**config.mk**
```make
export PLATFORM = sky130hd
export DESIGN_NAME = spr_regs
export DESIGN_NICKNAME = d
export VERILOG_FILES = /design/src/spr_pkg.sv /design/src/spr_regs.sv
export SDC_FILE = /design/constraint.sdc
export NUM_CORES = 1
export LEC_CHECK = 0
export BUFFER_PORTS_ARGS = -buffer_cell sky130_fd_sc_hd__buf_2
export CORE_MARGIN = 10
export CORE_UTILIZATION = 35
export CTS_BUF_LIST = sky130_fd_sc_hd__clkbuf_8
export CTS_CLUSTER_SIZE = 25
export DETAILED_ROUTE_END_ITERATION = 10
export GPL_TIMING_DRIVEN = 1
export RECOVER_POWER = 25
export SLEW_MARGIN = 25
export SYNTH_ARGS = -nofsm -noshare
export SYNTH_HDL_FRONTEND = slang
export SYNTH_SLANG_ARGS = --single-unit
```
**constraint.sdc**
```tcl
create_clock -name pclk -period 1.5 [get_ports pclk]
set_clock_uncertainty 0.05 [all_clocks]
set_input_delay 0.075 -clock pclk [delete_from_list [all_inputs] [get_ports pclk]]
set_output_delay 0.075 -clock pclk [all_outputs]
set_load 0.005 [all_outputs]
```
**src/spr_pkg.sv**
```systemverilog
// Package for the synthesizer profile-one and control register bank
package spr_pkg;

  // Register indices (byte address is four times the index)
  localparam logic [2:0] IDX_CTRL      = 3'h0;
  localparam logic [2:0] IDX_FRAC_HIGH = 3'h1;
  localparam logic [2:0] IDX_NUM_LOW   = 3'h2;
  localparam logic [2:0] IDX_DEN_LOW   = 3'h3;
  localparam logic [2:0] IDX_FEEDBACK  = 3'h4;
  localparam logic [2:0] IDX_REF_DIV   = 3'h5;
  localparam logic [2:0] IDX_LOOP_MULT = 3'h6;
  localparam logic [2:0] IDX_STATUS    = 3'h7;

  // Reset values
  localparam logic [15:0] RST_CTRL      = 16'h0003;
  localparam logic [15:0] RST_FRAC_HIGH = 16'h0000;
  localparam logic [15:0] RST_NUM_LOW   = 16'h0000;
  localparam logic [15:0] RST_DEN_LOW   = 16'h0000;
  localparam logic [15:0] RST_FEEDBACK  = 16'h0028;
  localparam logic [15:0] RST_REF_DIV   = 16'h0101;
  localparam logic [15:0] RST_LOOP_MULT = 16'h8584;

  // Control word bit positions
  localparam int CTRL_SOFT_RESET  = 13;
  localparam int CTRL_POWER_DOWN  = 12;
  localparam int CTRL_TXRX_SOURCE = 11;
  localparam int CTRL_CAL_ENABLE  = 0;
  localparam logic [15:0] CTRL_ZERO_MASK = 16'h3FFF;

  // Feedback register fields
  localparam int FB_PRESCALER = 15;
  localparam int FB_ORDER_LSB = 12;
  localparam int FB_INT_LSB   = 0;

  // Modulator modes
  typedef enum logic [4:0] {
    SPR_MOD_INTEGER = 5'h01,
    SPR_MOD_FIRST   = 5'h02,
    SPR_MOD_SECOND  = 5'h04,
    SPR_MOD_THIRD   = 5'h08,
    SPR_MOD_FOURTH  = 5'h10
  } spr_mod_e;

  // Decoded profile-one settings
  typedef struct packed {
    logic [2:0]  loop_resistor_code_p1;
    logic [2:0]  second_output_divider_p1;
    logic [1:0]  first_output_divider_p1;
    logic [2:0]  detector_delay_p1;
    logic [4:0]  reference_multiplier_p1;
    logic [7:0]  reference_divider_p1;
    logic [7:0]  reference_predivider_p1;
    logic [2:0]  feedback_prescaler_p1;
    spr_mod_e    modulator_order_p1;
    logic [11:0] feedback_integer_p1;
    logic [23:0] fraction_denominator_p1;
    logic [23:0] fraction_numerator_p1;
  } spr_profile_s;

  // Control outputs
  typedef struct packed {
    logic power_down;
    logic txrx_switch_source;
    logic calibration_start;
  } spr_ctrl_s;

endpackage

```
**src/spr_regs.sv**
```systemverilog
// APB register bank for synthesizer profile one and the control word
`timescale 1ns/10ps
`default_nettype none

// Notes on behaviour
// - Writing control bit 13 reloads control and profile registers to defaults (not status bit 0); bit self-clears.
// - Control bit 12 high powers the device down; low is normal operation.
// - Control bit 11 chooses register or pin control of TX/RX switching.
// - Control word resets to 0x3: bit 1 and calibration enable set.
// - Loop register holds resistor, two dividers, detector delay, multiplier fields.
// - Reference register holds divider high byte, pre-divider low byte, both 1.
// - Feedback register holds prescaler, modulator order, integer value 0x28.
// - 24-bit denominator joins offset 3 low word and offset 1 high byte.
// - 24-bit numerator joins offset 2 low word and offset 1 low byte.
// - Prescaler bit selects divide by 2 at 0, by 4 at 1.
// - Modulator order decodes 0 integer, 1-3 orders, 4-7 fourth order.
// - Control write with calibration enable and bit 13 clear starts calibration; otherwise none.
module spr_regs
(
  // Clock, reset, enable
  input  wire logic                  pclk,
  input  wire logic                  presetn,
  input  wire logic                  clk_en,
  // APB slave
  input  wire logic                  psel,
  input  wire logic                  penable,
  input  wire logic                  pwrite,
  input  wire logic [11:0]           paddr,
  input  wire logic [31:0]           pwdata,
  input  wire logic [3:0]            pstrb,
  output var  logic                  pready,
  output var  logic [31:0]           prdata,
  output var  logic                  pslverr,
  // Transmit/receive control pin
  input  wire logic                  txrx_control_pin,
  // Synthesizer controls
  output var  spr_pkg::spr_profile_s profile,
  output var  spr_pkg::spr_ctrl_s    ctrl,
  output var  logic                  txrx_select
);

  //////////////////////////////////////////////////////////////////////////////

  logic [15:0] synth_control_word;
  logic [15:0] profile1_fraction_high;
  logic [15:0] profile1_numerator_low;
  logic [15:0] profile1_denominator_low;
  logic [15:0] profile1_feedback_config;
  logic [15:0] profile1_reference_dividers;
  logic [15:0] profile1_loop_multiplier;
  logic        pin_meta;
  logic        pin_sync;
  logic        txrx_reg_select;

  logic        access;
  logic        wr_hit;
  logic [2:0]  idx;
  logic        mapped;
  logic        soft_reset;
  logic [15:0] next_wdata;

  // Word index; only aligned words inside the map are accepted
  function automatic logic [2:0] word_index(input logic [11:0] a);
    word_index = a[4:2];
  endfunction

  // Merge written bytes into the low half-word of a register
  function automatic logic [15:0] merge(input logic [15:0] old, input logic [31:0] wd,
                                        input logic [3:0] st);
    merge = {st[1] ? wd[15:8] : old[15:8], st[0] ? wd[7:0] : old[7:0]};
  endfunction

  function automatic spr_pkg::spr_mod_e order_decode(input logic [2:0] o);
    unique case (o)
      3'h0:    order_decode = spr_pkg::SPR_MOD_INTEGER;
      3'h1:    order_decode = spr_pkg::SPR_MOD_FIRST;
      3'h2:    order_decode = spr_pkg::SPR_MOD_SECOND;
      3'h3:    order_decode = spr_pkg::SPR_MOD_THIRD;
      default: order_decode = spr_pkg::SPR_MOD_FOURTH;
    endcase
  endfunction

  assign access     = psel && penable && clk_en;
  assign idx        = word_index(paddr);
  assign mapped     = (paddr[11:5] == 7'h00) && (paddr[1:0] == 2'h0);
  assign wr_hit     = access && pwrite && mapped;
  assign next_wdata = pwdata[15:0];

  // Soft reset request from a control word write
  assign soft_reset = wr_hit && (idx == spr_pkg::IDX_CTRL) && pstrb[1]
                      && next_wdata[spr_pkg::CTRL_SOFT_RESET];

  //////////////////////////////////////////////////////////////////////////////
  // Pin synchroniser

  always_ff @(posedge pclk or negedge presetn)
  begin
    if (!presetn)
    begin
      pin_meta <= 1'b0;
      pin_sync <= 1'b0;
    end
    else if (clk_en)
    begin
      pin_meta <= txrx_control_pin;
      pin_sync <= pin_meta;
    end
  end

  //////////////////////////////////////////////////////////////////////////////
  // Control word

  always_ff @(posedge pclk or negedge presetn)
  begin
    if (!presetn)
      synth_control_word <= spr_pkg::RST_CTRL;
    else if (soft_reset)
      // Reset bit never stored, so it reads back cleared
      synth_control_word <= spr_pkg::RST_CTRL;
    else if (wr_hit && idx == spr_pkg::IDX_CTRL)
      // Hold until rewritten; reset bit kept clear
      synth_control_word <= merge(synth_control_word, pwdata, pstrb)
                            & ~(16'h0001 << spr_pkg::CTRL_SOFT_RESET);
  end

  // Profile registers
  always_ff @(posedge pclk or negedge presetn)
  begin
    if (!presetn)
    begin
      profile1_fraction_high      <= spr_pkg::RST_FRAC_HIGH;
      profile1_numerator_low      <= spr_pkg::RST_NUM_LOW;
      profile1_denominator_low    <= spr_pkg::RST_DEN_LOW;
      profile1_feedback_config    <= spr_pkg::RST_FEEDBACK;
      profile1_reference_dividers <= spr_pkg::RST_REF_DIV;
      profile1_loop_multiplier    <= spr_pkg::RST_LOOP_MULT;
    end
    else if (soft_reset)
    begin
      profile1_fraction_high      <= spr_pkg::RST_FRAC_HIGH;
      profile1_numerator_low      <= spr_pkg::RST_NUM_LOW;
      profile1_denominator_low    <= spr_pkg::RST_DEN_LOW;
      profile1_feedback_config    <= spr_pkg::RST_FEEDBACK;
      profile1_reference_dividers <= spr_pkg::RST_REF_DIV;
      profile1_loop_multiplier    <= spr_pkg::RST_LOOP_MULT;
    end
    else if (wr_hit)
    begin
      // Written fields hold until the next write
      unique case (idx)
        spr_pkg::IDX_FRAC_HIGH:
          profile1_fraction_high <= merge(profile1_fraction_high, pwdata, pstrb);
        spr_pkg::IDX_NUM_LOW:
          profile1_numerator_low <= merge(profile1_numerator_low, pwdata, pstrb);
        spr_pkg::IDX_DEN_LOW:
          profile1_denominator_low <= merge(profile1_denominator_low, pwdata, pstrb);
        spr_pkg::IDX_FEEDBACK:
          profile1_feedback_config <= merge(profile1_feedback_config, pwdata, pstrb);
        spr_pkg::IDX_REF_DIV:
          profile1_reference_dividers <= merge(profile1_reference_dividers, pwdata, pstrb);
        spr_pkg::IDX_LOOP_MULT:
          profile1_loop_multiplier <= merge(profile1_loop_multiplier, pwdata, pstrb);
        default:
          ;
      endcase
    end
  end

  //////////////////////////////////////////////////////////////////////////////
  // Outputs to the synthesizer core

  always_ff @(posedge pclk or negedge presetn)
  begin
    if (!presetn)
    begin
      profile <= '0;
      ctrl    <= '0;
    end
    else if (clk_en)
    begin
      profile.loop_resistor_code_p1    <= profile1_loop_multiplier[15:13];
      profile.second_output_divider_p1 <= profile1_loop_multiplier[12:10];
      profile.first_output_divider_p1  <= profile1_loop_multiplier[9:8];
      profile.detector_delay_p1        <= profile1_loop_multiplier[7:5];
      profile.reference_multiplier_p1  <= profile1_loop_multiplier[4:0];
      profile.reference_divider_p1    <= profile1_reference_dividers[15:8];
      profile.reference_predivider_p1 <= profile1_reference_dividers[7:0];
      profile.feedback_prescaler_p1 <= profile1_feedback_config[spr_pkg::FB_PRESCALER]
                                       ? 3'h4 : 3'h2;
      profile.modulator_order_p1  <= order_decode(
                                       profile1_feedback_config[spr_pkg::FB_ORDER_LSB +: 3]);
      profile.feedback_integer_p1 <= profile1_feedback_config[spr_pkg::FB_INT_LSB +: 12];
      profile.fraction_denominator_p1 <= {profile1_fraction_high[15:8],
                                          profile1_denominator_low};
      profile.fraction_numerator_p1 <= {profile1_fraction_high[7:0], profile1_numerator_low};
      ctrl.power_down <= synth_control_word[spr_pkg::CTRL_POWER_DOWN];
      ctrl.txrx_switch_source <= synth_control_word[spr_pkg::CTRL_TXRX_SOURCE];
      // One-cycle calibration start on an enabled control write
      ctrl.calibration_start <= wr_hit && idx == spr_pkg::IDX_CTRL && !soft_reset
                                && pstrb[0] && next_wdata[spr_pkg::CTRL_CAL_ENABLE];
    end
  end

  // Register-chosen TX/RX path, bit 0 of the status word
  always_ff @(posedge pclk or negedge presetn)
  begin
    if (!presetn)
      txrx_reg_select <= 1'b0;
    else if (wr_hit && idx == spr_pkg::IDX_STATUS && pstrb[0])
      txrx_reg_select <= pwdata[0];
  end

  // Switch source picks register or pin
  always_ff @(posedge pclk or negedge presetn)
  begin
    if (!presetn)
      txrx_select <= 1'b0;
    else if (clk_en)
      txrx_select <= synth_control_word[spr_pkg::CTRL_TXRX_SOURCE]
                     ? pin_sync : txrx_reg_select;
  end

  //////////////////////////////////////////////////////////////////////////////
  // APB answer: zero wait states, error on unmapped address

  always_ff @(posedge pclk or negedge presetn)
  begin
    if (!presetn)
    begin
      pready  <= 1'b0;
      pslverr <= 1'b0;
      prdata  <= 32'h0000_0000;
    end
    else if (clk_en)
    begin
      // Ready rises at the end of the setup cycle so the access phase lasts one cycle
      pready  <= psel && !penable;
      pslverr <= psel && !penable && !mapped;
      if (psel && !penable && !pwrite && mapped)
      begin
        unique case (idx)
          spr_pkg::IDX_CTRL:      prdata <= {16'h0000, synth_control_word};
          spr_pkg::IDX_FRAC_HIGH: prdata <= {16'h0000, profile1_fraction_high};
          spr_pkg::IDX_NUM_LOW:   prdata <= {16'h0000, profile1_numerator_low};
          spr_pkg::IDX_DEN_LOW:   prdata <= {16'h0000, profile1_denominator_low};
          spr_pkg::IDX_FEEDBACK:  prdata <= {16'h0000, profile1_feedback_config};
          spr_pkg::IDX_REF_DIV:   prdata <= {16'h0000, profile1_reference_dividers};
          spr_pkg::IDX_LOOP_MULT: prdata <= {16'h0000, profile1_loop_multiplier};
          spr_pkg::IDX_STATUS:    prdata <= {29'h0000_0000, pin_sync, txrx_select,
                                             txrx_reg_select};
        endcase
      end
      else
        prdata <= 32'h0000_0000;
    end
  end

endmodule

`default_nettype wire

```
==> reports/summary.txt <==
Crit path arrival time -> 1.78 ns
Worst-path clk slew -> 0.06 ns
Root Buffer -> clkbuf_8
GP Congestion -> 0.891
Placeable Area -> 28,900 um^2
WP data required -> 1.83 ns
Top-area cell type share of the netlist area -> 0.546
Worst slew pin tran -> 0.600 ns
Crit path launch type -> flip-flop
HP Class -> in2reg
Synth top area cells -> dfrtp_1 55%, mux2_2 11%, a22o_1 6.2%
Antenna-violating nets left -> 0
Combinational power share -> 0.071
Fin cells -> 1,517
Area Growth Syn to Fin -> 29.9%
TritonCTS clock tree -> built
Setup Buffers After CTS -> 0
Hold Violations, Final -> 0
Vias per cell -> 5.35
Die Wd -> 191 um
Largest net degree at the start of global routing -> 71
Final setup fails -> 0
Slew Limit Fails -> 0
DRC -> 0
Cells after DPL -> 1,426
Antenna diodes -> 0
Synth area leader -> dfrtp_1
Mapped Cells -> 818
Die height -> 191 um
Internal power -> 9.86 mW
Drt first pass iters -> 6
Overflow after GRT -> 0
Initial Util -> 0.356
Max_cap viols -> 0
Clock Power Share -> 0.438
Clk sinks -> 235
EDFF count, synth -> 0
Max clock buf depth -> 3
CTS Buf Count -> 39
DR iter-0 viols -> 629
Wirelength per Cell -> 22.2 um
Crit path capture type -> flip-flop
First-pass GRT wire length -> 50,900 um
Post-synthesis sequential area ratio -> 0.574
Synth cell types -> 60
Detailed placement HPWL -> 25,200 um
GRT Total Usage -> 0.179
DRT Wirelength -> 33,700 um
Top Ports -> 193
Flop pwr share -> 0.491
Psw -> 3.12 mW
Final worst-path cycle share -> 0.967
Vias -> 8,122
Leak -> 6.62 nW
Synth warnings -> 0
Syn Std Cell Area -> 10,300 um^2
Dominant synthesized flop cell -> dfrtp_1
Critical path type -> reg2reg
Tmin final -> 1.45 ns
FFs w/ async S/R, synth -> 1.00
Sw frac -> 0.240
Syn_area_per_cell -> 12.5 um^2
Layout cells sized above 1 -> 0.419
Worst vdd ir -> 0.569 mV
Multi-input combinational cell area -> 4080 um^2
Register area -> 5890 um^2
F_max -> 689 MHz
Buffers added on ports -> 157
Vias in the first global route -> 8,155
Row cnt -> 62
# fillers -> 2,707
RSZ-0062 raised after global routing -> no
PwrDens -> 974 nW/um^2
Max FO, Critical Path -> 3
Hold slack final -> 0.0286 ns
Nets -> 1,159
DIE AREA -> 36,600 um^2
Initial antenna violation count -> 0
Slew HR -> 0.600
Run status -> complete, no violations
Yosys reg bits -> 235
Clock latency at the later pin of the worst-skew pair -> 0.53 ns
H-Tree Depth -> 2
-- cell usage after synthesis (5+ instances only) --
library cell,n
a22o_1,73
nand2b_1,15
a21oi_1,40
nand3_1,26
o21ai_2,6
o2bb2ai_1,13
nor3_1,12
nand2_1,23
dfrtp_1,224
buf_1,7
and2_1,6
o21ai_0,62
inv_1,14
a32o_1,5
buf_2,9
nor2b_1,5
dfstp_2,11
nor3_2,7
mux2_2,101
a22oi_1,6
mux4_2,5
mux2i_1,12
buf_4,17
nor2_1,6
nor4_1,5
clkbuf_1,33
-- metrics by stage --
| step | power, mW | setup slack [ns] | util | area, um^2 | TNS (ns) |
|---|---|---|---|---|---|
| 6_report | 13.0 | 0.0488 | 0.462 | 13300 | 0 |
| 3_5_place_dp | 7.37 | -0.295 | 0.428 | 12300 | -26.99 |
| 5_1_grt | 13.4 | 0.00296 | 0.462 | 13300 | 0 |
| 3_3_place_gp | 7.36 | -0.280 | 0.428 | 12300 | -26.76 |
| 4_1_cts | 13.1 | 0.0500 | 0.463 | 13400 | 0 |
| 2_1_floorplan | 6.85 | -0.184 | - | 10400 | -10.81 |
-- registers in the layout, indices dropped and copies added, names as in the netlist, 16 cells and up --
signal,count
profile1_feedback_config,16
profile1_loop_multiplier,16
profile,99
profile1_reference_dividers,16
profile1_fraction_high,16
profile1_denominator_low,16
profile1_numerator_low,16
prdata,16
-- worst max-delay path, cell delays in order (launching register included) --
cell     delay (ns)
dfrtp_1        0.42
mux4_2         0.52
nor2_1         0.20
o32ai_1        0.13
-- per-layer routing --
layer	GRT usage	wire length, um	up-vias
li1	-	-	3643
met3	0.0421	2810	41
met2	0.262	14700	359
met1	0.262	15600	4079
met4	0.0457	567	0
met5	0	0	-
-- kinds of logic (layout without fill, tap and decap cells) --
logic type             count (synthesis)  count (layout)  share of synthesized area
muxes                                118             118                      0.133
buffers and inverters                 82             381                     0.0374
other                                  1              17                   0.000365
and+or+nand+nor                      137             137                     0.0824
AOI/OAI and AO/OA                    245             245                      0.172
DFF                                  235             235                      0.574
-- power by group through the flow --
stage / sequential (mW) / clock, mW / combinational, mW
after CTS: 6.37 / 5.82 / 0.929
after detailed placement: 6.49 / 0 / 0.881
after floorplan: 6.49 / 0 / 0.360
after global routing: 6.37 / 6.07 / 0.994
final: 6.38 / 5.68 / 0.924
after global placement: 6.49 / 0 / 0.876
-- cell type report --
type                            count  area share
Clock buffer                       53      0.0547
Tap cell                          384      0.0360
Inverter                           15     0.00422
Timing Repair Buffer              296       0.151
Clock inverter                     17     0.00563
Sequential cell                   235       0.442
Multi-Input combinational cell    517       0.306
-- placed cells by master (no fill, tap or decap), types with 12 or more instances in the layout --
| master | netlist | routed |
|---|---|---|
| nand3_1 | 26 | 26 |
| a22o_1 | 73 | 73 |
| dfrtp_1 | 224 | 224 |
| clkbuf_8 | 0 | 53 |
| mux2_2 | 101 | 101 |
| o21ai_0 | 62 | 62 |
| nand2b_1 | 15 | 15 |
| o2bb2ai_1 | 13 | 13 |
| a21oi_1 | 40 | 40 |
| buf_4 | 17 | 101 |
| mux2i_1 | 12 | 12 |
| inv_1 | 14 | 26 |
| buf_2 | 9 | 154 |
| nand2_1 | 23 | 23 |
| dlygate4sd3_1 | 0 | 21 |
| conb_1 | 1 | 17 |
-- final timing paths --
kind,startpoint,end,slack [ns],cells past startpoint
hold reg to reg,profile[63],profile[63],0.43,1
setup / recovery,profile1_numerator_low[4],prdata[4],0.05,3
min in group asynchronous,presetn,profile[64],0.51,3
setup reg to reg,profile1_numerator_low[4],prdata[4],0.05,3
hold / removal,pstrb[1],profile1_fraction_high[8],0.03,3
max in group asynchronous,presetn,profile1_reference_dividers[8],0.23,4
-- what timing repair did --
item / in CTS / in global routing
hold endpoints to repair: 340 / 0
gates resized for setup: 0 / 3
setup endpoints to repair: 0 / 4
hold buffers: 21 / 0
Power figures use the tool's default switching activity.
